--- config.mk ---
export PLATFORM = sky130hd
export DESIGN_NAME = wim_top
export DESIGN_NICKNAME = d
export VERILOG_FILES = /design/src/verilog/wim_pkg.sv /design/src/verilog/wim_cyclic_timer.sv /design/src/verilog/wim_glitch_filter.sv /design/src/verilog/wim_top.sv
export SDC_FILE = /design/constraint.sdc
export NUM_CORES = 1
export LEC_CHECK = 0
export ABC_AREA = 1
export BUFFER_PORTS_ARGS = -buffer_cell sky130_fd_sc_hd__buf_2
export CORE_MARGIN = 2
export CORE_UTILIZATION = 30
export CTS_BUF_LIST = sky130_fd_sc_hd__clkbuf_8 sky130_fd_sc_hd__clkbuf_16
export DETAILED_ROUTE_END_ITERATION = 7
export SYNTH_ARGS = -nofsm -noshare
export SYNTH_HDL_FRONTEND = slang
export SYNTH_SLANG_ARGS = --single-unit
--- constraint.sdc ---
create_clock -name clk_in -period 5.28 [get_ports clk_in]
set_input_delay 0.792 -clock clk_in [delete_from_list [all_inputs] [get_ports clk_in]]
set_output_delay 0.792 -clock clk_in [all_outputs]
set_load 0.02 [all_outputs]
--- src/verilog/wim_pkg.sv ---
// Package: constants for the wake input monitor
package wim_pkg;

   // ------------------------------------------------------------
   // Timing
   // ------------------------------------------------------------
   localparam int CLK_MHZ             = 100;
   localparam int SHORT_FILTER_TIME_US = 16;
   localparam int LONG_FILTER_TIME_US  = 64;
   localparam int CYCLIC_TICK_TIME_US  = 1000;
   localparam int SHORT_FILTER_CYCLES = SHORT_FILTER_TIME_US * CLK_MHZ;
   localparam int LONG_FILTER_CYCLES  = LONG_FILTER_TIME_US * CLK_MHZ;
   localparam int CYCLIC_TICK_CYCLES  = CYCLIC_TICK_TIME_US * CLK_MHZ;

   // ------------------------------------------------------------
   // Register offsets
   // ------------------------------------------------------------
   localparam logic [7:0] ADDR_WAKE_ENABLE_CONTROL   = 8'h00;
   localparam logic [7:0] ADDR_WAKE_BIAS_CONTROL     = 8'h01;
   localparam logic [7:0] ADDR_WAKE_FILTER_CONTROL   = 8'h02;
   localparam logic [7:0] ADDR_WAKE_EVENT_STATUS     = 8'h03;
   localparam logic [7:0] ADDR_ALT_WAKE_EVENT_STATUS = 8'h04;
   localparam logic [7:0] ADDR_WAKE_LEVEL_STATUS     = 8'h05;
   localparam logic [7:0] ADDR_IRQ_STATUS            = 8'h06;
   localparam logic [7:0] ADDR_IRQ_MASK              = 8'h07;
   localparam logic [7:0] ADDR_ALT_INPUT_CONTROL     = 8'h08;
   localparam logic [7:0] ADDR_CYCLIC_TIMER_A_CONTROL = 8'h09;
   localparam logic [7:0] ADDR_CYCLIC_TIMER_B_CONTROL = 8'h0A;

   // ------------------------------------------------------------
   // Field positions and reset values
   // ------------------------------------------------------------
   localparam int TIMER_PERIOD_LSB = 4;
   localparam int TIMER_ON_LSB     = 0;
   localparam int IRQ_ALT_LSB      = 3;
   localparam logic [2:0] RST_WAKE_ENABLE = 3'h0;
   localparam logic [5:0] RST_BIAS        = 6'h00;
   localparam logic [5:0] RST_FILTER      = 6'h00;
   localparam logic [4:0] RST_IRQ_MASK    = 5'h00;
   localparam logic [7:0] RST_TIMER       = 8'h00;

   // ------------------------------------------------------------
   // Encodings
   // ------------------------------------------------------------
   typedef enum logic [1:0] {
      WIM_MODE_NORMAL    = 2'b00,
      WIM_MODE_STOP      = 2'b01,
      WIM_MODE_SLEEP     = 2'b10,
      WIM_MODE_FAIL_SAFE = 2'b11
   } wim_op_mode_t;

   localparam logic [1:0] BIAS_NONE      = 2'b00;
   localparam logic [1:0] BIAS_PULL_DOWN = 2'b01;
   localparam logic [1:0] BIAS_PULL_UP   = 2'b10;
   localparam logic [1:0] BIAS_AUTO      = 2'b11;

   localparam logic [1:0] FILT_STATIC_SHORT = 2'b00;
   localparam logic [1:0] FILT_STATIC_LONG  = 2'b01;
   localparam logic [1:0] FILT_CYCLIC_A     = 2'b10;
   localparam logic [1:0] FILT_CYCLIC_B     = 2'b11;

endpackage : wim_pkg

--- src/verilog/wim_cyclic_timer.sv ---
// Module: cyclic sense timer giving an active window
`timescale 1ns/100ps
module wim_cyclic_timer #(
   parameter int FIELD_W = 4
) (
   input  wire logic               clk_in,
   input  wire logic               rst_in,
   input  wire logic               tick_in,
   input  wire logic [FIELD_W-1:0] period_in,
   input  wire logic [FIELD_W-1:0] on_time_in,
   output logic                    active_out
);

   typedef struct packed {
      logic [FIELD_W-1:0] cnt;
      logic               active;
   } wim_timer_state_t;

   wim_timer_state_t q;
   wim_timer_state_t next_q;

   if (FIELD_W < 1)
   begin : g_check
      $error("wim_cyclic_timer: field width must be at least one");
   end

   // Period is period_in+1 ticks, window is the first on_time_in+1 ticks of it
   always_comb
   begin
      next_q = q;
      if (tick_in)
      begin
         if (q.cnt >= period_in)
            next_q.cnt = '0;
         else
            next_q.cnt = q.cnt + FIELD_W'(1);
         next_q.active = (next_q.cnt <= on_time_in);
      end
   end

   always_ff @(posedge clk_in or posedge rst_in)
   begin
      if (rst_in)
         q <= '0;
      else
         q <= next_q;
   end

   assign active_out = q.active;

endmodule : wim_cyclic_timer

--- src/verilog/wim_glitch_filter.sv ---
// Module: restartable glitch filter for one wake input
`timescale 1ns/100ps
module wim_glitch_filter #(
   parameter int SHORT_CYCLES = 1600,
   parameter int LONG_CYCLES  = 6400,
   parameter int CNT_W        = 13
) (
   input  wire logic clk_in,
   input  wire logic rst_in,
   input  wire logic sense_in,
   input  wire logic enable_in,
   input  wire logic long_sel_in,
   output logic      level_out,
   output logic      event_out
);

   typedef struct packed {
      logic             last;
      logic             stable;
      logic             pend;
      logic [CNT_W-1:0] cnt;
      logic             evt;
   } wim_filter_state_t;

   wim_filter_state_t q;
   wim_filter_state_t next_q;
   logic [CNT_W-1:0]  term;

   if (SHORT_CYCLES < 1 || LONG_CYCLES < 1 || LONG_CYCLES >= 2**CNT_W
       || SHORT_CYCLES >= 2**CNT_W)
   begin : g_check
      $error("wim_glitch_filter: filter counts do not fit the counter");
   end

   assign term = long_sel_in ? CNT_W'(LONG_CYCLES - 1) : CNT_W'(SHORT_CYCLES - 1);

   always_comb
   begin
      next_q     = q;
      next_q.evt = 1'b0;
      if (!enable_in)
      begin
         // Outside the window a change seen at the next window counts as a crossing
         next_q.last = q.stable;
         next_q.pend = 1'b0;
         next_q.cnt  = '0;
      end
      else if (sense_in != q.last)
      begin
         next_q.last = sense_in;
         next_q.pend = 1'b1;
         next_q.cnt  = '0;
      end
      else if (q.pend)
      begin
         if (q.cnt == term)
         begin
            next_q.pend = 1'b0;
            if (sense_in != q.stable)
            begin
               next_q.stable = sense_in;
               next_q.evt    = 1'b1;
            end
         end
         else
         begin
            next_q.cnt = q.cnt + CNT_W'(1);
         end
      end
   end

   always_ff @(posedge clk_in or posedge rst_in)
   begin
      if (rst_in)
         q <= '0;
      else
         q <= next_q;
   end

   assign level_out = q.stable;
   assign event_out = q.evt;

endmodule : wim_glitch_filter

--- src/verilog/wim_top.sv ---
// Module: wake input monitor with filters, bias control and status registers
//
// What this block does
// Each wake input signals an event on both rising and falling crossings.
// Events interrupt in normal or stop mode; they wake in sleep or fail-safe.
// Each crossing restarts the filter; a crossing before expiry discards the event.
// Filter field: 00 static 16us, 01 static 64us, 10/11 cyclic timer a/b 16us.
// Static sense evaluates always; cyclic sense only inside the timer window.
// Bias field: 00 none, 01 pull-down, 10 pull-up, 11 automatic switching.
// Automatic bias pulls up while input is high, down while it is low.
// Each pin's wake ability is enabled by its bit in wake enable control.
// Pins that caused a wake are recorded in wake event status, always readable.
// In normal and stop modes level status shows each pin's level, enabled or not.
// Under cyclic sense the level status holds levels sampled in the window.
// Fail outputs used as wake inputs get fixed static 16us filter, own status.
// Filter is a counter restarted on every crossing, valid at terminal count.
//
// Decided for this implementation: the plain strobed port and the address map.
`timescale 1ns/100ps
module wim_top #(
   parameter int SHORT_FILTER_CYCLES = wim_pkg::SHORT_FILTER_CYCLES,
   parameter int LONG_FILTER_CYCLES  = wim_pkg::LONG_FILTER_CYCLES,
   parameter int CYCLIC_TICK_CYCLES  = wim_pkg::CYCLIC_TICK_CYCLES,
   parameter int FILTER_CNT_W        = 13,
   parameter int TICK_CNT_W          = 17
) (
   input  wire logic       clk_in,
   input  wire logic       rst_in,
   input  wire logic       wake_pin_one_in,
   input  wire logic       wake_pin_two_in,
   input  wire logic       wake_pin_three_in,
   input  wire logic [1:0] fail_output_pins_in,
   input  wire logic [1:0] op_mode_in,
   input  wire logic [7:0] addr_in,
   input  wire logic [7:0] wdata_in,
   input  wire logic       wr_in,
   input  wire logic       rd_in,
   output logic      [7:0] rdata_out,
   output logic            irq_out,
   output logic            wake_out,
   output logic      [2:0] pull_up_out,
   output logic      [2:0] pull_down_out,
   output logic            cyclic_timer_a_active_out,
   output logic            cyclic_timer_b_active_out
);

   // ------------------------------------------------------------
   // Elaboration checks
   // ------------------------------------------------------------
   if (CYCLIC_TICK_CYCLES < 1 || CYCLIC_TICK_CYCLES > 2**TICK_CNT_W)
   begin : g_check_tick
      $error("wim_top: tick count does not fit the tick counter");
   end

   if (SHORT_FILTER_CYCLES > LONG_FILTER_CYCLES)
   begin : g_check_filter
      $error("wim_top: short filter must not exceed long filter");
   end

   // ------------------------------------------------------------
   // State
   // ------------------------------------------------------------
   typedef struct packed {
      logic [2:0]            wake_enable_control;
      logic [5:0]            wake_bias_control;
      logic [5:0]            wake_filter_control;
      logic [2:0]            wake_event_status;
      logic [1:0]            alt_wake_event_status;
      logic [2:0]            wake_level_status;
      logic [4:0]            irq_status;
      logic [4:0]            irq_mask;
      logic                  alt_input_enable;
      logic [7:0]            cyclic_timer_a_control;
      logic [7:0]            cyclic_timer_b_control;
      logic [TICK_CNT_W-1:0] tick_cnt;
      logic                  tick;
      logic [7:0]            rdata;
      logic                  irq;
      logic                  wake;
      logic [2:0]            pull_up;
      logic [2:0]            pull_down;
   } wim_state_t;

   wim_state_t q;
   wim_state_t next_q;

   logic [4:0] sense;
   logic [4:0] filt_enable;
   logic [4:0] filt_long;
   logic [4:0] filt_level;
   logic [4:0] filt_event;
   logic [2:0] pin_window;
   logic       timer_a_active;
   logic       timer_b_active;

   assign sense = {fail_output_pins_in, wake_pin_three_in, wake_pin_two_in, wake_pin_one_in};

   // ------------------------------------------------------------
   // Cyclic sense timers
   // ------------------------------------------------------------
   wim_cyclic_timer #(
      .FIELD_W (4)
   ) u_cyclic_timer_a (
      .clk_in     (clk_in),
      .rst_in     (rst_in),
      .tick_in    (q.tick),
      .period_in  (q.cyclic_timer_a_control[wim_pkg::TIMER_PERIOD_LSB +: 4]),
      .on_time_in (q.cyclic_timer_a_control[wim_pkg::TIMER_ON_LSB +: 4]),
      .active_out (timer_a_active)
   );

   wim_cyclic_timer #(
      .FIELD_W (4)
   ) u_cyclic_timer_b (
      .clk_in     (clk_in),
      .rst_in     (rst_in),
      .tick_in    (q.tick),
      .period_in  (q.cyclic_timer_b_control[wim_pkg::TIMER_PERIOD_LSB +: 4]),
      .on_time_in (q.cyclic_timer_b_control[wim_pkg::TIMER_ON_LSB +: 4]),
      .active_out (timer_b_active)
   );

   assign cyclic_timer_a_active_out = timer_a_active;
   assign cyclic_timer_b_active_out = timer_b_active;

   // ------------------------------------------------------------
   // Per channel filters: three wake pins, two fail output pins
   // ------------------------------------------------------------
   for (genvar k = 0; k < 5; k++)
   begin : g_chan
      if (k < 3)
      begin : g_wake
         logic [1:0] mode;
         assign mode = q.wake_filter_control[2*k +: 2];
         assign pin_window[k] = (mode == wim_pkg::FILT_CYCLIC_A) ? timer_a_active :
                                (mode == wim_pkg::FILT_CYCLIC_B) ? timer_b_active :
                                1'b1;
         assign filt_enable[k] = pin_window[k];
         assign filt_long[k]   = (mode == wim_pkg::FILT_STATIC_LONG);
      end
      else
      begin : g_alt
         // Fail output pins only monitor while switched to their wake role
         assign filt_enable[k] = q.alt_input_enable;
         assign filt_long[k]   = 1'b0;
      end

      wim_glitch_filter #(
         .SHORT_CYCLES (SHORT_FILTER_CYCLES),
         .LONG_CYCLES  (LONG_FILTER_CYCLES),
         .CNT_W        (FILTER_CNT_W)
      ) u_filter (
         .clk_in      (clk_in),
         .rst_in      (rst_in),
         .sense_in    (sense[k]),
         .enable_in   (filt_enable[k]),
         .long_sel_in (filt_long[k]),
         .level_out   (filt_level[k]),
         .event_out   (filt_event[k])
      );
   end

   // ------------------------------------------------------------
   // Next state
   // ------------------------------------------------------------
   always_comb
   begin
      logic       awake;
      logic [4:0] irq_set;
      logic [4:0] irq_clr;
      logic [2:0] evt_set;
      logic [2:0] evt_clr;
      logic [1:0] alt_set;
      logic [1:0] alt_clr;
      awake   = 1'b0;
      irq_set = '0;
      irq_clr = '0;
      evt_set = '0;
      evt_clr = '0;
      alt_set = '0;
      alt_clr = '0;
      next_q  = q;

      // Shared tick for both cyclic timers
      if (q.tick_cnt == TICK_CNT_W'(CYCLIC_TICK_CYCLES - 1))
      begin
         next_q.tick_cnt = '0;
         next_q.tick     = 1'b1;
      end
      else
      begin
         next_q.tick_cnt = q.tick_cnt + TICK_CNT_W'(1);
         next_q.tick     = 1'b0;
      end

      awake = (op_mode_in == wim_pkg::WIM_MODE_NORMAL) || (op_mode_in == wim_pkg::WIM_MODE_STOP);

      // Event routing by operating mode
      if (awake)
      begin
         irq_set = filt_event;
      end
      else
      begin
         evt_set = filt_event[2:0] & q.wake_enable_control;
         alt_set = filt_event[4:3];
      end
      // Fail output events are reported in their own status in every mode
      alt_set = alt_set | filt_event[4:3];
      next_q.wake = !awake && ((|evt_set) || (|filt_event[4:3]));

      // Register writes
      if (wr_in)
      begin
         unique case (addr_in)
            wim_pkg::ADDR_WAKE_ENABLE_CONTROL:
               next_q.wake_enable_control = wdata_in[2:0];
            wim_pkg::ADDR_WAKE_BIAS_CONTROL:
               next_q.wake_bias_control = wdata_in[5:0];
            wim_pkg::ADDR_WAKE_FILTER_CONTROL:
               next_q.wake_filter_control = wdata_in[5:0];
            wim_pkg::ADDR_WAKE_EVENT_STATUS:
               evt_clr = wdata_in[2:0];
            wim_pkg::ADDR_ALT_WAKE_EVENT_STATUS:
               alt_clr = wdata_in[1:0];
            wim_pkg::ADDR_IRQ_STATUS:
               irq_clr = wdata_in[4:0];
            wim_pkg::ADDR_IRQ_MASK:
               next_q.irq_mask = wdata_in[4:0];
            wim_pkg::ADDR_ALT_INPUT_CONTROL:
               next_q.alt_input_enable = wdata_in[0];
            wim_pkg::ADDR_CYCLIC_TIMER_A_CONTROL:
               next_q.cyclic_timer_a_control = wdata_in;
            wim_pkg::ADDR_CYCLIC_TIMER_B_CONTROL:
               next_q.cyclic_timer_b_control = wdata_in;
            default:
               ; // Unmapped writes are dropped
         endcase
      end

      // Sticky flags: a new event beats a clear in the same cycle
      next_q.wake_event_status     = (q.wake_event_status & ~evt_clr) | evt_set;
      next_q.alt_wake_event_status = (q.alt_wake_event_status & ~alt_clr) | alt_set;
      next_q.irq_status            = (q.irq_status & ~irq_clr) | irq_set;
      next_q.irq = |(next_q.irq_status & next_q.irq_mask);

      // Level status, frozen outside normal and stop
      if (awake)
      begin
         for (int k = 0; k < 3; k++)
         begin
            if (pin_window[k])
               next_q.wake_level_status[k] = sense[k];
         end
      end

      // Bias sources
      for (int k = 0; k < 3; k++)
      begin
         unique case (q.wake_bias_control[2*k +: 2])
            wim_pkg::BIAS_NONE:
            begin
               next_q.pull_up[k]   = 1'b0;
               next_q.pull_down[k] = 1'b0;
            end
            wim_pkg::BIAS_PULL_DOWN:
            begin
               next_q.pull_up[k]   = 1'b0;
               next_q.pull_down[k] = 1'b1;
            end
            wim_pkg::BIAS_PULL_UP:
            begin
               next_q.pull_up[k]   = 1'b1;
               next_q.pull_down[k] = 1'b0;
            end
            wim_pkg::BIAS_AUTO:
            begin
               // Follows the filtered level so a glitch cannot flip the bias
               next_q.pull_up[k]   = filt_level[k];
               next_q.pull_down[k] = !filt_level[k];
            end
         endcase
      end

      // Read data stands for one cycle only
      next_q.rdata = 8'h00;
      if (rd_in)
      begin
         unique case (addr_in)
            wim_pkg::ADDR_WAKE_ENABLE_CONTROL:
               next_q.rdata = {5'h00, q.wake_enable_control};
            wim_pkg::ADDR_WAKE_BIAS_CONTROL:
               next_q.rdata = {2'h0, q.wake_bias_control};
            wim_pkg::ADDR_WAKE_FILTER_CONTROL:
               next_q.rdata = {2'h0, q.wake_filter_control};
            wim_pkg::ADDR_WAKE_EVENT_STATUS:
               next_q.rdata = {5'h00, q.wake_event_status};
            wim_pkg::ADDR_ALT_WAKE_EVENT_STATUS:
               next_q.rdata = {6'h00, q.alt_wake_event_status};
            wim_pkg::ADDR_WAKE_LEVEL_STATUS:
               next_q.rdata = {5'h00, q.wake_level_status};
            wim_pkg::ADDR_IRQ_STATUS:
               next_q.rdata = {3'h0, q.irq_status};
            wim_pkg::ADDR_IRQ_MASK:
               next_q.rdata = {3'h0, q.irq_mask};
            wim_pkg::ADDR_ALT_INPUT_CONTROL:
               next_q.rdata = {7'h00, q.alt_input_enable};
            wim_pkg::ADDR_CYCLIC_TIMER_A_CONTROL:
               next_q.rdata = q.cyclic_timer_a_control;
            wim_pkg::ADDR_CYCLIC_TIMER_B_CONTROL:
               next_q.rdata = q.cyclic_timer_b_control;
            default:
               next_q.rdata = 8'h00;
         endcase
      end
   end

   // ------------------------------------------------------------
   // Registers
   // ------------------------------------------------------------
   always_ff @(posedge clk_in or posedge rst_in)
   begin
      if (rst_in)
      begin
         q                        <= '0;
         q.wake_enable_control    <= wim_pkg::RST_WAKE_ENABLE;
         q.wake_bias_control      <= wim_pkg::RST_BIAS;
         q.wake_filter_control    <= wim_pkg::RST_FILTER;
         q.irq_mask               <= wim_pkg::RST_IRQ_MASK;
         q.cyclic_timer_a_control <= wim_pkg::RST_TIMER;
         q.cyclic_timer_b_control <= wim_pkg::RST_TIMER;
      end
      else
      begin
         q <= next_q;
      end
   end

   // ------------------------------------------------------------
   // Outputs
   // ------------------------------------------------------------
   assign rdata_out     = q.rdata;
   assign irq_out       = q.irq;
   assign wake_out      = q.wake;
   assign pull_up_out   = q.pull_up;
   assign pull_down_out = q.pull_down;

endmodule : wim_top
---- Word level (Yosys, flattened, before mapping) ----
Cells that the tools add are included.
word-level totals
  register bits ........................... 179
  bits of input ports ..................... 27
  output and inout bits ................... 18
  word-level logic and storage cells ...... 269
operators by class
  $add $sub $neg .......................... 8
  $lt $le $gt $ge ......................... 4
  equality and inequality tests ........... 60
  muxes and demuxes ....................... 91
  bitwise logic cells ..................... 17
  reductions and logical operators ........ 40
operators by type and width
  kind                                                                      count
  14-bit 2-to-1 mux                                                         10
  13-bit 2-to-1 mux                                                         8
  8-bit one-hot mux with 11 select lines                                    1
  15-bit 2-to-1 mux                                                         5
  13-bit by 1-bit adder with 13-bit output (second input constant)          5
  1-bit 2-to-1 mux                                                          42
  13-bit equality test                                                      3
  8-bit by 3-bit equality test with 1-bit output (second input constant)    4
  2-bit AND reduction                                                       14
  13-bit by 11-bit equality test with 1-bit output (second input constant)  2
  5-bit AND reduction                                                       5
  2-bit equality test (second input constant)                               12
  8-bit by 4-bit equality test with 1-bit output (second input constant)    3
  8-bit 2-to-1 mux                                                          3
  22-bit 2-to-1 mux                                                         1
  5-bit 2-to-1 mux                                                          4
  18-bit 2-to-1 mux                                                         1
  3-bit inequality test (second input constant)                             6
  1-bit one-hot mux with 3 select lines                                     6
  17-bit by 1-bit adder with 17-bit output (second input constant)          1
  17-bit equality test (second input constant)                              1
  8-bit by 2-bit equality test with 1-bit output (second input constant)    2
  4-bit 2-to-1 mux                                                          4
  2-bit by 1-bit equality test with 1-bit output (second input constant)    7
  other kinds (29)                                                          70

---- Longest topological paths before layout ----
  word-level depth ........................ 8
  mapped depth ............................ 13
  gate-level depth less buffers ........... 13

---- Modules after synthesis ----
From an unflattened synthesis, not the netlist that was laid out.
unflattened totals
  cell total of the unflattened synthesis .. 1,479
  area total of the unflattened synthesis .. 11,172.0 µm²
modules (own cells, without submodules)
  module             times used  cells each  area an instance (µm²)  sequential area each (µm²)
  wim_glitch_filter  5           164         1,183.6                 425.4
  wim_top            1           519         4,280.4                 2,102.0
  wim_cyclic_timer   2           70          486.7                   125.1

---- Least setup slack after synthesis ----
OpenSTA, ideal clock, no wires.
  path type ............................... in2reg
  start ................................... input port addr_in[5]
  end ..................................... register q (netlist bit irq_out)
  library setup time ...................... 0.119 ns
  arrival time ............................ 1.733 ns
  required time ........................... 5.161 ns
  path slack .............................. 3.429 ns
  stages .................................. 11
  path buffers ............................ 1
  cells stage by stage .................... nor2_1 > nand2_1 > buf_2 > nor3_1 > nand2_1 > nand2_1 > nand2_1 > nand2_1 > nand2_1 > inv_1 > nand2_1
RTL lines
  element                 RTL line        source
  start: declaration      wim_top.sv:34   input wire logic [7:0] addr_in,
  end signal: assignment  wim_top.sv:335  q <= next_q;
  end: declaration        wim_top.sv:84   wim_state_t q;

---- Final worst setup path ----
  start ................................... register u_cyclic_timer_a.q (netlist bit u_cyclic_timer_a.active_out)
  end ..................................... register g_chan[0].u_filter.q[13] (netlist name)
on the way
  longest elaborated chain between the ends .. 3
  elaborated cells between the ends (all ways) .. 5
  classes of those cells .................. 2 x eq/ne; 2 x mux; 1 x reduce/logical
ends and longest elaborated chain
  element                                 RTL line                 source
  start: declaration                      wim_cyclic_timer.sv:19   wim_timer_state_t q;
  start signal: assignment                wim_cyclic_timer.sv:46   q <= next_q;
  1-bit 2-to-1 mux (*)                    wim_top.sv:135           assign pin_window[k] = (mode == wim_pkg::FILT_CYCLIC_A) ? timer_a_active :
  3-bit inequality test (no source line)  --
  2-bit AND reduction (no source line)    --
  end signal: assignment                  wim_glitch_filter.sv:77  q <= next_q;
  end: declaration                        wim_glitch_filter.sv:25  wim_filter_state_t q;
Every way passes the cells marked *; elsewhere a longest branch is shown, timed or not.
A chain may end at the register's enable or synchronous reset.

==> qor.yml <==
status:
  status: "complete, no violations"
setup_path:
  worstPathArrival_ns: 2.57
  cp_cell_sequence: "inv_1 -> or2_2 -> nand3_1 -> nand3_2 -> inv_1 -> nand2_1 -> nand2_1"
  path_class: "flip-flop to flip-flop"
  slowest_stage_cell_cp: "nand3_1"
  crit_path_buf_inv_count: 2
  timing.critical_path.required_ns: 5.64
  crit_path_max_incr_delay_ns: 0.60
  critical-path-top-delay-family: "simple AND/OR/NAND/NOR gates"
  crit_path_max_fanout: 20
  worstSetupStartpointType: "flip-flop"
  setup_crit_end_kind: "flip-flop"
sta:
  max_clock_freq_ghz: 0.453
  setup-tns-final_ns: 0
  timing.hold.ws_ns: 0.332
  timing_max_transition_violations_final: 0
  finClkSkew_ns: 0.0115
  timing.slew.headroom_pct: 42.0
  post-route-min-period_ns: 2.21
  setup_viol: 0
  tightest_slew_ns: 0.868
  period_share_pct: 41.8
  rsz0062_at_grt: "false"
  timing_hold_violations_final: 0
yosys:
  most_area_consuming_cells_after_synthesis: "dfrtp_1 (45%), nand2_1 (13%), inv_1 (6.4%)"
  synth_largest_area_cell: "dfrtp_1"
  ys.flop_type: "dfrtp_1"
  synth_cells: 1307
  synthesized_cell_area_um2: 10000
  synthArstFlopShare_pct: 100
  library_cell_with_the_highest_instance_count_after_synthesis: "nand2_1"
  post_synth_most_frequent_cells: "nand2_1 (358), dfrtp_1 (179), inv_1 (172), nand3_1 (115), nor2_1 (114)"
  post_synth_num_cell_types: 45
  mappedNetlistNets: 1358
  ys_seq_area_share_pct: 44.7
  post_synth_edffs: 0
  yosys_reg_bits: 179
  synth_top_area_share_pct: 44.7
  syn_area_per_cell_um2: 7.66
  synthesis.yosys.warnings: 0
floorplanning:
  die_w_um: 187
  dieArea_um2: 34900
  core_area_um2: 32700
  num_io_pins: 45
  initial_core_util_pct: 30.6
  die_h_um: 187
  floorplan.rows: 66
layout:
  area_of_the_multi_input_gates_um2: 4640
  finish.net_count: 1388
  fillerInstances: 3494
  seq_area_um2: 4480
  area_growth_pct: 11.8
  post_route_cells_drive_above_1_share_pct: 9.63
  layoutNonFillerInstCount: 1792
  diodes: 0
clock_network:
  worstSkewPairLatency_ns: 0.43
  cts_tree: "done"
  postCtsSetupRepairBufs: 0
  cts.hold.buffers_added: 0
  root_buffer_cell: "clkbuf_16"
  ctsResizeCount: 0
  cts.htree.levels: 4
  clock_transition_at_the_registers_of_the_reported_paths_ns: 0.07
  cts_sinks: 179
  cts_buffers: 17
  number_of_buffers_on_the_longest_clock_path: 2
drt:
  dr.pass1.iters: 5
  detail-route-antenna-nets: 0
  detail_route.iter0.violations: 523
  post-route-drc-count: 0
  detail_route.vias_per_cell: 4.57
  routed-via-count: 8182
  wl_um: 23000
  route.detailed.wl_per_inst_um: 12.9
power:
  powerDensity_nw_per_um2: 269
  leakage_uw: 0.00541
  peakVddDrop_mv: 0.230
place:
  numPlacedInstances: 1760
  numPortBuffers: 43
  gp_congestion: 0.864
  dp_hpwl_um: 17100
job:
  max_cap_viol_count: 0
grt:
  use_met3_pct: 2.48
  grt_util_met1_pct: 18.6
  grt-busiest-layer: "met2"
  first_global_vias: 7949
  grt_util_met2_pct: 22.2
  grt_first_pass_wirelength_um: 39400
  global_route.overflow_total: 0
  grt_max_degree: 90
  grt_antenna_before_repair: 0
  grt_util_all_layers_pct: 13.7
min_path:
  worst_min_delay_path_class: "input pin to asynchronous set/reset pin"
-- worst paths after layout --
| kind | from | end | slack, ns | cells after the start |
|---|---|---|---|---|
| worst min register to register | q[31] | q[31] | 0.48 | 1 |
| worst min-delay path | rst_in | g_chan[3].u_filter.q[10] | 0.33 | 2 |
| min in group clk_in | q[31] | q[31] | 0.48 | 1 |
| worst max register to register | u_cyclic_timer_a.active_out | g_chan[0].u_filter.q[13] | 3.07 | 7 |
| worst max-delay path | u_cyclic_timer_a.active_out | g_chan[0].u_filter.q[13] | 3.07 | 7 |
| max in group asynchronous | rst_in | u_cyclic_timer_b.q[2] | 4.06 | 3 |
-- metrics by stage --
step / setup slack [ns] / power (uW) / area (um^2) / util (%)
floorplan: 2.19 / 1650 / 10000 / -
global placement: 2.67 / 1720 / 10600 / 32.4
detailed placement: 2.68 / 1720 / 10600 / 32.4
CTS: 3.09 / 3060 / 11200 / 34.2
global route: 2.81 / 3150 / 11200 / 34.2
finish: 3.07 / 3010 / 11200 / 34.2
-- worst reg2reg max path: cells and delay by family (launching register included) --
kind	cells	cell delay, ns
buffers and inverters	2	0.37
AND/OR/NAND/NOR	5	1.34
flip-flops	1	0.44
-- sequential cells by signal (all words and copies together) (netlist names) --
name	cells
irq_out	1
filt_enable	1
g_chan.g_wake.mode	6
q	61
u_cyclic_timer_b.active_out	1
g_chan.u_filter.q	75
pull_down_out	3
g_chan.u_filter.level_out	5
u_cyclic_timer_a.active_out	1
u_cyclic_timer_b.q	4
rdata_out	8
pull_up_out	3
wake_out	1
g_chan.u_filter.event_out	5
u_cyclic_timer_a.q	4
-- logic make-up (layout without fill, tap and decap cells) --
kind of cell	count (synthesis)	after routing	synth area share, %
simple gates	693	693	30.6
buf+inv	211	254	8.94
fa+ha+maj	24	24	3.00
flops	179	179	44.7
compound gates	158	158	8.92
xor+xnor	42	42	3.82
-- metal layers --
layer / wire [um] / part of all wire (%)
met2: 10800 / 47
met3: 660 / 2.9
met4: 268 / 1.2
met5: 0 / 0
met1: 11400 / 49
-- layout make-up --
cell class / instances / share of cell area, %
Clock buffer: 19 / 4.04
Inverter: 176 / 5.93
Timing Repair Buffer: 46 / 2.23
Multi-Input combinational cell: 917 / 41.4
Sequential cell: 179 / 40.0
Clock inverter: 13 / 1.42
Tap cell: 442 / 4.94
-- power by group --
| part | switching [uW] | leakage [uW] | internal, uW | total [uW] |
|---|---|---|---|---|
| Clock | 549 | 0.000300 | 770 | 1320 |
| Sequential | 44.4 | 0.00242 | 1410 | 1460 |
| Combinational | 161 | 0.00269 | 72.7 | 234 |
-- layout by cell type, fill, tap and decap left out, drive strengths merged, types with 2 or more instances in the layout --
| cell | Yosys | final |
|---|---|---|
| clkinv | 1 | 3 |
| bufinv | 0 | 3 |
| ha | 24 | 24 |
| clkinvlp | 0 | 4 |
| a31oi | 5 | 5 |
| dfrtp | 179 | 179 |
| nand2 | 365 | 365 |
| a21oi | 30 | 30 |
| nor3 | 36 | 36 |
| xnor2 | 14 | 14 |
| nand3b | 2 | 2 |
| o21bai | 2 | 2 |
| nand3 | 125 | 125 |
| o211ai | 4 | 4 |
| inv | 175 | 179 |
| nor4 | 3 | 3 |
| nand4 | 29 | 29 |
| or2 | 4 | 4 |
| o21ai | 102 | 102 |
| o22ai | 8 | 8 |
| xor2 | 28 | 28 |
| a21boi | 2 | 2 |
| buf | 29 | 46 |
| clkbuf | 6 | 19 |
| nor2 | 128 | 128 |
| o2111ai | 2 | 2 |
(Power assumes the default switching activity.)
